`config.mk`:
```
export PLATFORM = sky130hd
export DESIGN_NAME = cbs_bus_sequencer
export DESIGN_NICKNAME = d
export VERILOG_FILES = /design/src/verilog/cbs_pkg.sv /design/src/verilog/cbs_seg_addr.sv /design/src/verilog/cbs_bus_sequencer.sv
export SDC_FILE = /design/constraint.sdc
export NUM_CORES = 1
export LEC_CHECK = 0
export BUFFER_PORTS_ARGS = -buffer_cell sky130_fd_sc_hd__buf_2
export CORE_ASPECT_RATIO = 0.5
export CORE_MARGIN = 1
export CORE_UTILIZATION = 55
export DETAILED_ROUTE_END_ITERATION = 6
export HOLD_SLACK_MARGIN = 0.08
export PLACE_DENSITY = 0.86
export SLEW_MARGIN = 10
export SYNTH_ARGS = -nofsm -noshare
export SYNTH_HDL_FRONTEND = slang
export SYNTH_HIERARCHICAL = 1
export SYNTH_SLANG_ARGS = --single-unit
```
`constraint.sdc`:
```
create_clock -name sys_clk_i -period 6.6 [get_ports sys_clk_i]
set_input_delay 0.33 -clock sys_clk_i [delete_from_list [all_inputs] [get_ports sys_clk_i]]
set_output_delay 0.33 -clock sys_clk_i [all_outputs]
set_load 0.01 [all_outputs]
```
`src/verilog/cbs_pkg.sv`:
```
`default_nettype none
package cbs_pkg;
  localparam int ADDR_W = 23;
  localparam int SEG_W = 7;
  localparam int OFF_W = 16;
  localparam int SHORT_SEG_LSB = 8;
  localparam int SHORT_OFF_W = 8;
  localparam int CYC_MIN = 3;
  localparam int CYC_MAX = 10;
  localparam int REF_W = 9;
  localparam logic [REF_W-1:0] REF_STEP = 9'h002;
  localparam logic [REF_W-1:0] REF_RESET = 9'h000;
  localparam logic [SEG_W-1:0] SEG_RESET = 7'h00;
  localparam logic [15:0] FCW_RESET = 16'hc000;
  localparam int FCW_SEG_BIT = 15;
  localparam int FCW_SYS_BIT = 14;
  localparam int FCW_VIE_BIT = 12;
  localparam int FCW_NONVECTORED_ENABLE_BIT_BIT = 11;
  localparam logic [1:0] REG_FCW = 2'h0;
  localparam logic [1:0] REG_NEW_STATUS_AREA_POINTER_SEG = 2'h1;
  localparam logic [1:0] REG_NEW_STATUS_AREA_POINTER_OFF = 2'h2;
  localparam logic [1:0] REG_STATUS = 2'h3;
  localparam logic [3:0] ST_INTERNAL = 4'h0;
  localparam logic [3:0] ST_REFRESH = 4'h1;
  localparam logic [3:0] ST_IO_NORMAL = 4'h2;
  localparam logic [3:0] ST_IO_SPECIAL = 4'h3;
  localparam logic [3:0] ST_MEMORY = 4'h8;
  localparam logic [1:0] PUSH_LAST = 2'h3;
  localparam logic [1:0] FETCH_FCW = 2'h0;
  localparam logic [1:0] FETCH_PC_SEG = 2'h1;
  localparam logic [1:0] FETCH_PC_OFF = 2'h2;

  typedef enum logic [2:0] {
    CYC_INTERNAL, CYC_REFRESH, CYC_IO_NORMAL, CYC_IO_SPECIAL, CYC_MEMORY
  } cbs_kind_type;

  typedef enum logic [3:0] {
    EXC_NONE, EXC_SYSCALL, EXC_SEGTRAP, EXC_UNIMPL, EXC_PRIV, EXC_NMI, EXC_VI, EXC_NVI
  } cbs_exc_type;

  typedef struct packed {
    cbs_kind_type kind;
    logic write;
    logic byte_xfer;
    logic [SEG_W-1:0] seg;
    logic [OFF_W-1:0] addr;
    logic [15:0] wdata;
  } cbs_req_type;

  typedef struct packed {
    logic address_strobe_n;
    logic [3:0] cycle_status_code;
    logic memory_request_n;
    logic data_strobe_n;
    logic read_not_write;
    logic byte_not_word;
    logic normal_not_system;
    logic [SEG_W-1:0] segment_number_out;
    logic [OFF_W-1:0] addr_data_bus;
    logic addr_data_oe;
    logic ctl_oe;
  } cbs_pins_type;
endpackage : cbs_pkg
`default_nettype wire

```
`src/verilog/cbs_seg_addr.sv`:
```
`timescale 1ns/1ns
`default_nettype none
module cbs_seg_addr (
  input wire logic [cbs_pkg::ADDR_W-1:0] base_i,
  input wire logic [cbs_pkg::OFF_W-1:0] disp_i,
  input wire logic [15:0] short_i,
  input wire logic short_sel_i,
  output logic [cbs_pkg::ADDR_W-1:0] addr_o
);
  import cbs_pkg::*;

  wire [SEG_W-1:0] seg = short_sel_i ? short_i[SHORT_SEG_LSB+SEG_W-1:SHORT_SEG_LSB] :
                                       base_i[ADDR_W-1:OFF_W];
  wire [OFF_W-1:0] off = short_sel_i ? {8'h00, short_i[SHORT_OFF_W-1:0]} : base_i[OFF_W-1:0];
  wire [OFF_W-1:0] sum = off + disp_i;

  assign addr_o = {seg, sum};
endmodule : cbs_seg_addr
`default_nettype wire

```
`src/verilog/cbs_bus_sequencer.sv`:
```
// Decided for this implementation: the register offsets and the plain strobed port.
`timescale 1ns/1ns
`default_nettype none
module cbs_bus_sequencer (
  input wire logic sys_clk_i,
  input wire logic resetn_i,
  input wire logic ce_i,
  input wire logic req_valid_i,
  input wire cbs_pkg::cbs_req_type req_i,
  output logic req_ready_o,
  output logic cyc_done_o,
  output logic [15:0] rd_data_o,
  input wire logic wait_n_i,
  input wire logic bus_request_n_i,
  output logic bus_ack_n_o,
  input wire logic [15:0] data_bus_i,
  output cbs_pkg::cbs_pins_type pins_o,
  input wire logic nmi_n_i,
  input wire logic vi_n_i,
  input wire logic nvi_n_i,
  input wire logic segt_n_i,
  input wire logic [7:0] vector_i,
  input wire logic trap_syscall_i,
  input wire logic trap_unimpl_i,
  input wire logic trap_priv_i,
  input wire logic [cbs_pkg::ADDR_W-1:0] pc_i,
  output logic exc_ack_o,
  output cbs_pkg::cbs_exc_type exc_cause_o,
  output logic svc_push_o,
  output logic svc_fetch_o,
  output logic [15:0] svc_word_o,
  output logic [cbs_pkg::ADDR_W-1:0] svc_addr_o,
  input wire logic svc_done_i,
  input wire logic [15:0] svc_rdata_i,
  output logic [cbs_pkg::ADDR_W-1:0] new_pc_o,
  output logic new_pc_load_o,
  output logic [15:0] fcw_o,
  input wire logic [1:0] reg_addr_i,
  input wire logic [15:0] reg_wdata_i,
  input wire logic reg_wr_i,
  input wire logic reg_rd_i,
  output logic [15:0] reg_rdata_o,
  input wire logic [cbs_pkg::ADDR_W-1:0] ea_base_i,
  input wire logic [15:0] ea_word_i,
  input wire logic ea_short_i,
  input wire logic [cbs_pkg::OFF_W-1:0] ea_disp_i,
  output logic [cbs_pkg::ADDR_W-1:0] ea_addr_o
);
  import cbs_pkg::*;

  typedef enum logic [2:0] {B_IDLE, B_T1, B_T2, B_TW, B_T3, B_HOLD} cbs_bstate_type;
  typedef enum logic [1:0] {X_IDLE, X_PUSH, X_FETCH} cbs_xstate_type;

  cbs_bstate_type state;
  cbs_bstate_type next_state;
  cbs_xstate_type xst;
  cbs_kind_type kind;
  cbs_req_type cur;
  cbs_exc_type pick;
  cbs_exc_type cause_q;
  logic [3:0] status_q;
  logic [15:0] ad_q;
  logic [SEG_W-1:0] seg_q;
  logic ns_q;
  logic rw_q;
  logic bw_q;
  logic [REF_W-1:0] ref_addr;
  logic [15:0] flag_control_word;
  logic [SEG_W-1:0] new_status_area_pointer_seg;
  logic [OFF_W-1:0] new_status_area_pointer_off;
  logic nonseg_hold;
  logic [SEG_W-1:0] code_seg;
  logic nmi_n_q;
  logic nmi_pend;
  logic sys_p;
  logic unimp_p;
  logic priv_p;
  logic [ADDR_W-1:0] saved_pc;
  logic [15:0] saved_fcw;
  logic [15:0] id_q;
  logic [1:0] step;
  logic [3:0] cyc_len;
  logic waited;
  logic [ADDR_W-1:0] fetch_addr;
  logic [ADDR_W-1:0] ea_addr;

  // grant and requests only at a boundary
  wire at_edge = (state == B_IDLE) || (state == B_T3);
  wire grant = at_edge && !bus_request_n_i;
  wire take = ce_i && at_edge && bus_request_n_i && req_valid_i;
  wire is_io = (kind == CYC_IO_NORMAL) || (kind == CYC_IO_SPECIAL);
  wire is_mem = kind == CYC_MEMORY;
  wire is_ref = kind == CYC_REFRESH;
  wire xfer = is_io || is_mem;
  wire in_cycle = state inside {B_T1, B_T2, B_TW, B_T3};
  wire data_phase = (state == B_T2) || (state == B_TW);
  wire held = state == B_HOLD;
  wire [3:0] req_code = (req_i.kind == CYC_REFRESH) ? ST_REFRESH :
                        (req_i.kind == CYC_IO_NORMAL) ? ST_IO_NORMAL :
                        (req_i.kind == CYC_IO_SPECIAL) ? ST_IO_SPECIAL :
                        (req_i.kind == CYC_MEMORY) ? ST_MEMORY : ST_INTERNAL;
  // while nonseg_hold is set, the code segment replaces the request segment
  wire [SEG_W-1:0] mem_seg = nonseg_hold ? code_seg : req_i.seg;
  // byte writes go out on both halves
  wire [15:0] wr_word = cur.byte_xfer ? {2{cur.wdata[7:0]}} : cur.wdata;
  // even byte address reads the upper half
  wire [15:0] rd_word = !cur.byte_xfer ? data_bus_i :
                        cur.addr[0] ? {8'h00, data_bus_i[7:0]} : {8'h00, data_bus_i[15:8]};
  wire drive_ad = (state == B_T1) || (in_cycle && xfer && cur.write);

  always_comb begin
    next_state = state;
    case (state)
      B_IDLE, B_T3: begin
        if (grant) begin
          next_state = B_HOLD;
        end else if (req_valid_i) begin
          next_state = B_T1;
        end else begin
          next_state = B_IDLE;
        end
      end
      B_T1: begin
        next_state = B_T2;
      end
      // I/O always takes the automatic wait
      B_T2: begin
        if (is_io || (is_mem && !wait_n_i)) begin
          next_state = B_TW;
        end else begin
          next_state = B_T3;
        end
      end
      // wait low stretches by one more state
      B_TW: begin
        next_state = wait_n_i ? B_T3 : B_TW;
      end
      B_HOLD: begin
        next_state = bus_request_n_i ? B_IDLE : B_HOLD;
      end
      default: begin
        next_state = B_IDLE;
      end
    endcase
  end

  always_ff @(posedge sys_clk_i) begin
    if (!resetn_i) begin
      state <= B_IDLE;
    end else if (ce_i) begin
      state <= next_state;
    end
  end

  // cycle code latched at cycle start
  always_ff @(posedge sys_clk_i) begin
    if (!resetn_i) begin
      cur <= '0;
      kind <= CYC_INTERNAL;
      status_q <= ST_INTERNAL;
    end else if (take) begin
      cur <= req_i;
      kind <= req_i.kind;
      status_q <= req_code;
    end
  end

  // address in T1, write data from T2
  always_ff @(posedge sys_clk_i) begin
    if (!resetn_i) begin
      ad_q <= 16'h0000;
    end else if (take) begin
      ad_q <= (req_i.kind == CYC_REFRESH) ? {7'h00, ref_addr} : req_i.addr;
    end else if (ce_i && state == B_T1 && xfer && cur.write) begin
      ad_q <= wr_word;
    end
  end

  // step of two keeps bit 0 low
  always_ff @(posedge sys_clk_i) begin
    if (!resetn_i) begin
      ref_addr <= REF_RESET;
    end else if (take && req_i.kind == CYC_REFRESH) begin
      ref_addr <= ref_addr + REF_STEP;
    end
  end

  // transfers update the held lines; internal cycles only set read high
  always_ff @(posedge sys_clk_i) begin
    if (!resetn_i) begin
      rw_q <= 1'b1;
      bw_q <= 1'b0;
      ns_q <= !FCW_RESET[FCW_SYS_BIT];
    end else if (take && req_i.kind == CYC_INTERNAL) begin
      rw_q <= 1'b1;
    end else if (take && req_i.kind != CYC_REFRESH) begin
      rw_q <= !req_i.write;
      bw_q <= req_i.byte_xfer;
      ns_q <= !flag_control_word[FCW_SYS_BIT];
    end
  end

  // segment number only changes for memory cycles
  always_ff @(posedge sys_clk_i) begin
    if (!resetn_i) begin
      seg_q <= SEG_RESET;
    end else if (take && req_i.kind == CYC_MEMORY) begin
      seg_q <= mem_seg;
    end
  end

  always_ff @(posedge sys_clk_i) begin
    if (!resetn_i) begin
      rd_data_o <= 16'h0000;
    end else if (ce_i && state == B_T3 && xfer && !cur.write) begin
      rd_data_o <= rd_word;
    end
  end

  // request low only for memory and refresh
  assign pins_o = '{
    address_strobe_n: state != B_T1,
    cycle_status_code: status_q,
    memory_request_n: !((is_mem || is_ref) && in_cycle),
    data_strobe_n: !(xfer && data_phase),
    read_not_write: rw_q,
    byte_not_word: bw_q,
    normal_not_system: ns_q,
    segment_number_out: seg_q,
    addr_data_bus: ad_q,
    addr_data_oe: drive_ad,
    ctl_oe: !held
  };
  assign bus_ack_n_o = !held;
  assign req_ready_o = at_edge && bus_request_n_i;
  assign cyc_done_o = ce_i && state == B_T3;

  always_ff @(posedge sys_clk_i) begin
    if (!resetn_i) begin
      cyc_len <= 4'h0;
      waited <= 1'b0;
    end else if (take) begin
      cyc_len <= 4'h1;
      waited <= 1'b0;
    end else if (ce_i && in_cycle) begin
      cyc_len <= (cyc_len == 4'hf) ? cyc_len : cyc_len + 4'h1;
      waited <= waited || (state == B_TW && !wait_n_i) || (is_mem && state == B_T2 && !wait_n_i);
    end
  end

  wire nmi_fall = nmi_n_q && !nmi_n_i;
  assign pick = sys_p ? EXC_SYSCALL :
                !segt_n_i ? EXC_SEGTRAP :
                unimp_p ? EXC_UNIMPL :
                priv_p ? EXC_PRIV :
                nmi_pend ? EXC_NMI :
                (!vi_n_i && flag_control_word[FCW_VIE_BIT]) ? EXC_VI :
                (!nvi_n_i && flag_control_word[FCW_NONVECTORED_ENABLE_BIT_BIT]) ? EXC_NVI : EXC_NONE;
  wire accept = ce_i && xst == X_IDLE && at_edge && pick != EXC_NONE;

  always_ff @(posedge sys_clk_i) begin
    if (!resetn_i) begin
      nmi_n_q <= 1'b1;
      nmi_pend <= 1'b0;
      sys_p <= 1'b0;
      unimp_p <= 1'b0;
      priv_p <= 1'b0;
    end else if (ce_i) begin
      nmi_n_q <= nmi_n_i;
      nmi_pend <= nmi_fall || (nmi_pend && !(accept && pick == EXC_NMI));
      sys_p <= trap_syscall_i || (sys_p && !(accept && pick == EXC_SYSCALL));
      unimp_p <= trap_unimpl_i || (unimp_p && !(accept && pick == EXC_UNIMPL));
      priv_p <= trap_priv_i || (priv_p && !(accept && pick == EXC_PRIV));
    end
  end

  wire step_done = ce_i && svc_done_i;
  wire fetch_fcw = step_done && xst == X_FETCH && step == FETCH_FCW;

  // snapshot status and identifier on entry
  always_ff @(posedge sys_clk_i) begin
    if (!resetn_i) begin
      cause_q <= EXC_NONE;
      saved_pc <= '0;
      saved_fcw <= 16'h0000;
      id_q <= 16'h0000;
    end else if (accept) begin
      cause_q <= pick;
      saved_pc <= pc_i;
      saved_fcw <= flag_control_word;
      id_q <= {pick, 4'h0, (pick == EXC_VI) ? vector_i : 8'h00};
    end
  end

  // push four words, then fetch three
  always_ff @(posedge sys_clk_i) begin
    if (!resetn_i) begin
      xst <= X_IDLE;
      step <= 2'h0;
    end else if (accept) begin
      xst <= X_PUSH;
      step <= 2'h0;
    end else if (step_done && xst == X_PUSH) begin
      xst <= (step == PUSH_LAST) ? X_FETCH : X_PUSH;
      step <= (step == PUSH_LAST) ? 2'h0 : step + 2'h1;
    end else if (step_done && xst == X_FETCH) begin
      xst <= (step == FETCH_PC_OFF) ? X_IDLE : X_FETCH;
      step <= (step == FETCH_PC_OFF) ? 2'h0 : step + 2'h1;
    end
  end

  always_ff @(posedge sys_clk_i) begin
    if (!resetn_i) begin
      new_pc_o <= '0;
      new_pc_load_o <= 1'b0;
      exc_ack_o <= 1'b0;
    end else if (ce_i) begin
      exc_ack_o <= accept;
      new_pc_load_o <= svc_done_i && xst == X_FETCH && step == FETCH_PC_OFF;
      if (svc_done_i && xst == X_FETCH && step == FETCH_PC_SEG) begin
        new_pc_o[ADDR_W-1:OFF_W] <= svc_rdata_i[SEG_W-1:0];
      end
      if (svc_done_i && xst == X_FETCH && step == FETCH_PC_OFF) begin
        new_pc_o[OFF_W-1:0] <= svc_rdata_i;
      end
    end
  end

  assign svc_push_o = xst == X_PUSH;
  assign svc_fetch_o = xst == X_FETCH;
  assign svc_word_o = (step == 2'h0) ? {9'h000, saved_pc[ADDR_W-1:OFF_W]} :
                      (step == 2'h1) ? saved_pc[OFF_W-1:0] :
                      (step == 2'h2) ? saved_fcw : id_q;
  assign exc_cause_o = cause_q;

  // slot of eight bytes per cause
  cbs_seg_addr u_fetch (
    .base_i({new_status_area_pointer_seg, new_status_area_pointer_off}),
    .disp_i({9'h000, cause_q, step, 1'b0}),
    .short_i(16'h0000),
    .short_sel_i(1'b0),
    .addr_o(fetch_addr)
  );
  assign svc_addr_o = fetch_addr;

  cbs_seg_addr u_ea (
    .base_i(ea_base_i),
    .disp_i(ea_disp_i),
    .short_i(ea_word_i),
    .short_sel_i(ea_short_i),
    .addr_o(ea_addr)
  );

  always_ff @(posedge sys_clk_i) begin
    if (!resetn_i) begin
      ea_addr_o <= '0;
    end else if (ce_i) begin
      ea_addr_o <= ea_addr;
    end
  end

  wire wr_fcw = ce_i && reg_wr_i && reg_addr_i == REG_FCW;
  wire wr_nseg = ce_i && reg_wr_i && reg_addr_i == REG_NEW_STATUS_AREA_POINTER_SEG;
  wire wr_noff = ce_i && reg_wr_i && reg_addr_i == REG_NEW_STATUS_AREA_POINTER_OFF;
  wire seg_to_off = wr_fcw && flag_control_word[FCW_SEG_BIT] && !reg_wdata_i[FCW_SEG_BIT];

  // status reload wins over a software write in the same cycle
  always_ff @(posedge sys_clk_i) begin
    if (!resetn_i) begin
      flag_control_word <= FCW_RESET;
    end else if (fetch_fcw) begin
      flag_control_word <= svc_rdata_i;
    end else if (wr_fcw) begin
      flag_control_word <= reg_wdata_i;
    end
  end
  assign fcw_o = flag_control_word;

  always_ff @(posedge sys_clk_i) begin
    if (!resetn_i) begin
      new_status_area_pointer_seg <= SEG_RESET;
      new_status_area_pointer_off <= '0;
    end else begin
      if (wr_nseg) begin
        new_status_area_pointer_seg <= reg_wdata_i[SEG_W-1:0];
      end
      if (wr_noff) begin
        new_status_area_pointer_off <= reg_wdata_i;
      end
    end
  end

  // hold until interruption or segmented again
  always_ff @(posedge sys_clk_i) begin
    if (!resetn_i) begin
      nonseg_hold <= 1'b0;
      code_seg <= SEG_RESET;
    end else if (seg_to_off) begin
      nonseg_hold <= 1'b1;
      code_seg <= pc_i[ADDR_W-1:OFF_W];
    end else if (accept || (wr_fcw && reg_wdata_i[FCW_SEG_BIT])) begin
      nonseg_hold <= 1'b0;
    end
  end

  wire [15:0] rsel = (reg_addr_i == REG_FCW) ? flag_control_word :
                     (reg_addr_i == REG_NEW_STATUS_AREA_POINTER_SEG) ? {9'h000, new_status_area_pointer_seg} :
                     (reg_addr_i == REG_NEW_STATUS_AREA_POINTER_OFF) ? new_status_area_pointer_off :
                     {12'h000, held, nonseg_hold, nmi_pend, xst != X_IDLE};

  always_ff @(posedge sys_clk_i) begin
    if (!resetn_i) begin
      reg_rdata_o <= 16'h0000;
    end else if (ce_i) begin
      reg_rdata_o <= reg_rd_i ? rsel : 16'h0000;
    end
  end
endmodule : cbs_bus_sequencer
`default_nettype wire

```
==> impl_metrics.tcl <==
set metrics [dict create \
    nFillCells 1650 \
    hpwl_um 28100 \
    critPathLaunchType "flop" \
    synth-edff-count 0 \
    postSynthAreaPerCell_um2 8.32 \
    min_to "new_pc_o[6]" \
    num_rows 38 \
    netlist_instances 1511 \
    dr.pass1.iters 6 \
    routed_wl_um 41000 \
    clk_latency_ns 0.52 \
    synth_top_area_share_pct 39.5 \
    vias 13100 \
    antenna_found_initial 2 \
    powerDensity_nw_per_um2 218 \
    drt_iter0_drc 1337 \
    timing.rr.start "state[1]" \
    multi_input_area_um2 7200 \
    criticalPathCategory "reg2out" \
    htreeDepth 1 \
    grt_pass1_wl_um 62800 \
    synth_most_common_cell "dfxtp_1" \
    start_util_pct 57.1 \
    synthTopCellsByArea "dfxtp_1, mux2i_1, a21oi_1" \
    synthArstFlopShare_pct 0 \
    yosys_register_bits 248 \
    drv_cap 0 \
    grt_max_degree 89 \
    via_per_inst 5.89 \
    worst_slew_pin_slew_ns 1.21 \
    skew_ns 0.00938 \
    ys.warnings.count 6 \
    worst-path-max-fanout 19 \
    clkTransAtPathRegs_ns 0.07 \
    fp.coreArea_um2 22000 \
    endpoint_kind "output pin" \
    peakVddDrop_v 0.000157 \
    routedWlPerCell_um 18.4 \
    cts_hold_buf 67 \
    hold_path_class "in2reg" \
    cts_buffers 23 \
    die_y_um 109 \
    synth_commonest_cells "dfxtp_1, nand2_1, a21oi_1" \
    design_area_um2 16000 \
    worstRegToRegCells 4 \
    synth_ff_type "dfxtp_1" \
    slew_headroom_pct 19.3 \
    crit_required_ns 6.27 \
    place_area_um2 14600 \
    io_pins 376 \
    pwr-share-comb_pct 17.2 \
    intPower_mw 2.50 \
    ant_nets 0 \
    seq_area_um2 4960 \
    yosys.area.top_type "dfxtp_1" \
    whs_path_depth 3 \
    cts_resized 0 \
    area_growth_syn_to_layout_pct 27.2 \
    finalSetupTns_ns 0 \
    drv_slew 0 \
    cts-root-buf "clkbuf_16" \
    grtUsageTotal_pct 33.2 \
    ff2ff_setup_slack_ns 3.51 \
    status "finished clean" \
    mappedNetlistArea_um2 12600 \
    net-switching-power_mw 0.995 \
    timing.rr.end "ad_q[13]" \
    fmax_mhz 320 \
    cts.sinks 248 \
    drive_above_1_share_pct 25.3 \
    clockPowerShare_pct 37.2 \
    grt_pass1_vias 12100 \
    hold_violations 0 \
    setup_viol 0 \
    dieArea_um2 23500 \
    p_seq_share_pct 45.6 \
    die_w_um 216 \
    period_share_pct 47.4 \
    netlist-cell-type-count 70 \
    drc 0 \
    nets 2143 \
    grt_overflow 0 \
    p_leak_nw 6.92 \
    post_cts_buffers 0 \
    yosysSeqAreaShare_pct 39.5 \
    io_buffers 372 \
    period_minus_slack_ns 3.13 \
    cts_tree "yes" \
    clk_path_buf_depth 3 \
    switching_share_pct 28.5 \
    rsz0062_at_grt "no" \
    arrival_ns 2.80 \
    gp_congestion 0.897 \
    worstHoldStart "svc_rdata_i[6]" \
]
[registers in the layout, indices dropped and copies added (netlist names), 3 cells and up]
name / flops
rd_data_o: 16
ad_q: 16
fcw_o: 16
state: 3
cur: 19
seg_q: 7
kind: 3
new_status_area_pointer_off: 16
new_pc_o: 23
new_status_area_pointer_seg: 7
ref_addr: 8
id_q: 8
saved_pc: 23
ea_addr_o: 23
status_q: 3
reg_rdata_o: 16
code_seg: 7
saved_fcw: 16
exc_cause_o: 3
[cells by family after synthesis]
logic type | synth area share, %
AO/OA/AOI/OAI | 19.6
XOR/XNOR | 2.30
adder cells (fa/ha/maj) | 3.80
buffers and inverters | 4.53
flip-flops | 39.5
multiplexers | 11.5
other | 0.0298
AND/OR/NAND/NOR | 18.8
[area by class of cell]
cell class                      count  area share, %
Antenna cell                        2         0.0313
Clock buffer                       30           4.08
Clock inverter                      9          0.376
Inverter                           25          0.603
Multi-Input combinational cell   1158           45.0
Sequential cell                   248           31.0
Tap cell                          300           2.35
Timing Repair Buffer              453           16.5
[through the flow]
stage,util [%],hold slack (ns),instances,power [mW],worst slack (ns)
5_1_grt,72.6,0.0805,2224,3.62,3.24
2_1_floorplan,-,0.431,1543,1.97,4.06
3_5_place_dp,66.3,0.437,2117,2.17,3.51
6_report,72.6,0.0940,2225,3.49,3.47
3_3_place_gp,66.3,0.431,2117,2.16,3.53
4_1_cts,72.6,0.0801,2223,3.48,3.51
[cell usage in the layout, fill, tap and decap left out, types with 6 or more instances in the layout]
master / instances
a21oi_1: 187
nand4_1: 6
o211ai_1: 9
o22ai_1: 7
nor2_1: 97
ha_1: 35
a22o_1: 8
a31oi_1: 7
dfxtp_1: 248
nor3_1: 7
inv_1: 24
xnor2_1: 18
buf_2: 372
nand2b_1: 17
clkbuf_16: 23
conb_1: 33
nand2_1: 228
a211oi_1: 24
xor2_1: 15
nor2b_1: 29
nand4b_1: 12
o21ai_0: 109
a221o_1: 14
dlygate4sd3_1: 67
buf_4: 14
nor3b_1: 6
nand3_1: 64
mux2i_1: 97
mux2_2: 36
and2_1: 12
[power by group through the flow]
| stage | clock network, mW | logic (mW) | registers (mW) |
|---|---|---|---|
| after floorplan | 0 | 0.350 | 1.62 |
| after global placement | 0 | 0.540 | 1.62 |
| after detailed placement | 0 | 0.550 | 1.62 |
| after CTS | 1.30 | 0.585 | 1.59 |
| after global routing | 1.37 | 0.650 | 1.60 |
| final | 1.30 | 0.599 | 1.59 |
[layer usage]
metal	vias to the layer above	global-route usage, %	part of all wire, %
li1	6108	-	-
met1	6207	43.0	42
met2	671	55.9	47
met3	129	5.72	7.7
met4	0	12.9	3.8
met5	-	0	0
[critical path, cell delays in order, from the launching register on]
cell     delay, ns
dfxtp_1       0.40
inv_1         0.14
ha_1          0.91
mux2i_1       0.23
nor2_1        0.16
a21oi_1       0.05
o21ai_0       0.21
buf_2         0.18
[how the worst max path moves through the flow]
stage               start       endpoint  depth (start not counted)
6_report          step[0]  svc_word_o[6]                          7
5_1_grt          state[0]       ad_q[15]                          4
4_1_cts          state[1]       ad_q[15]                          4
3_5_place_dp         ce_i       ad_q[12]                          6
3_3_place_gp         ce_i       ad_q[13]                          6
2_1_floorplan  ea_short_i  ea_addr_o[10]                         12
Power figures use the tool's default switching activity.
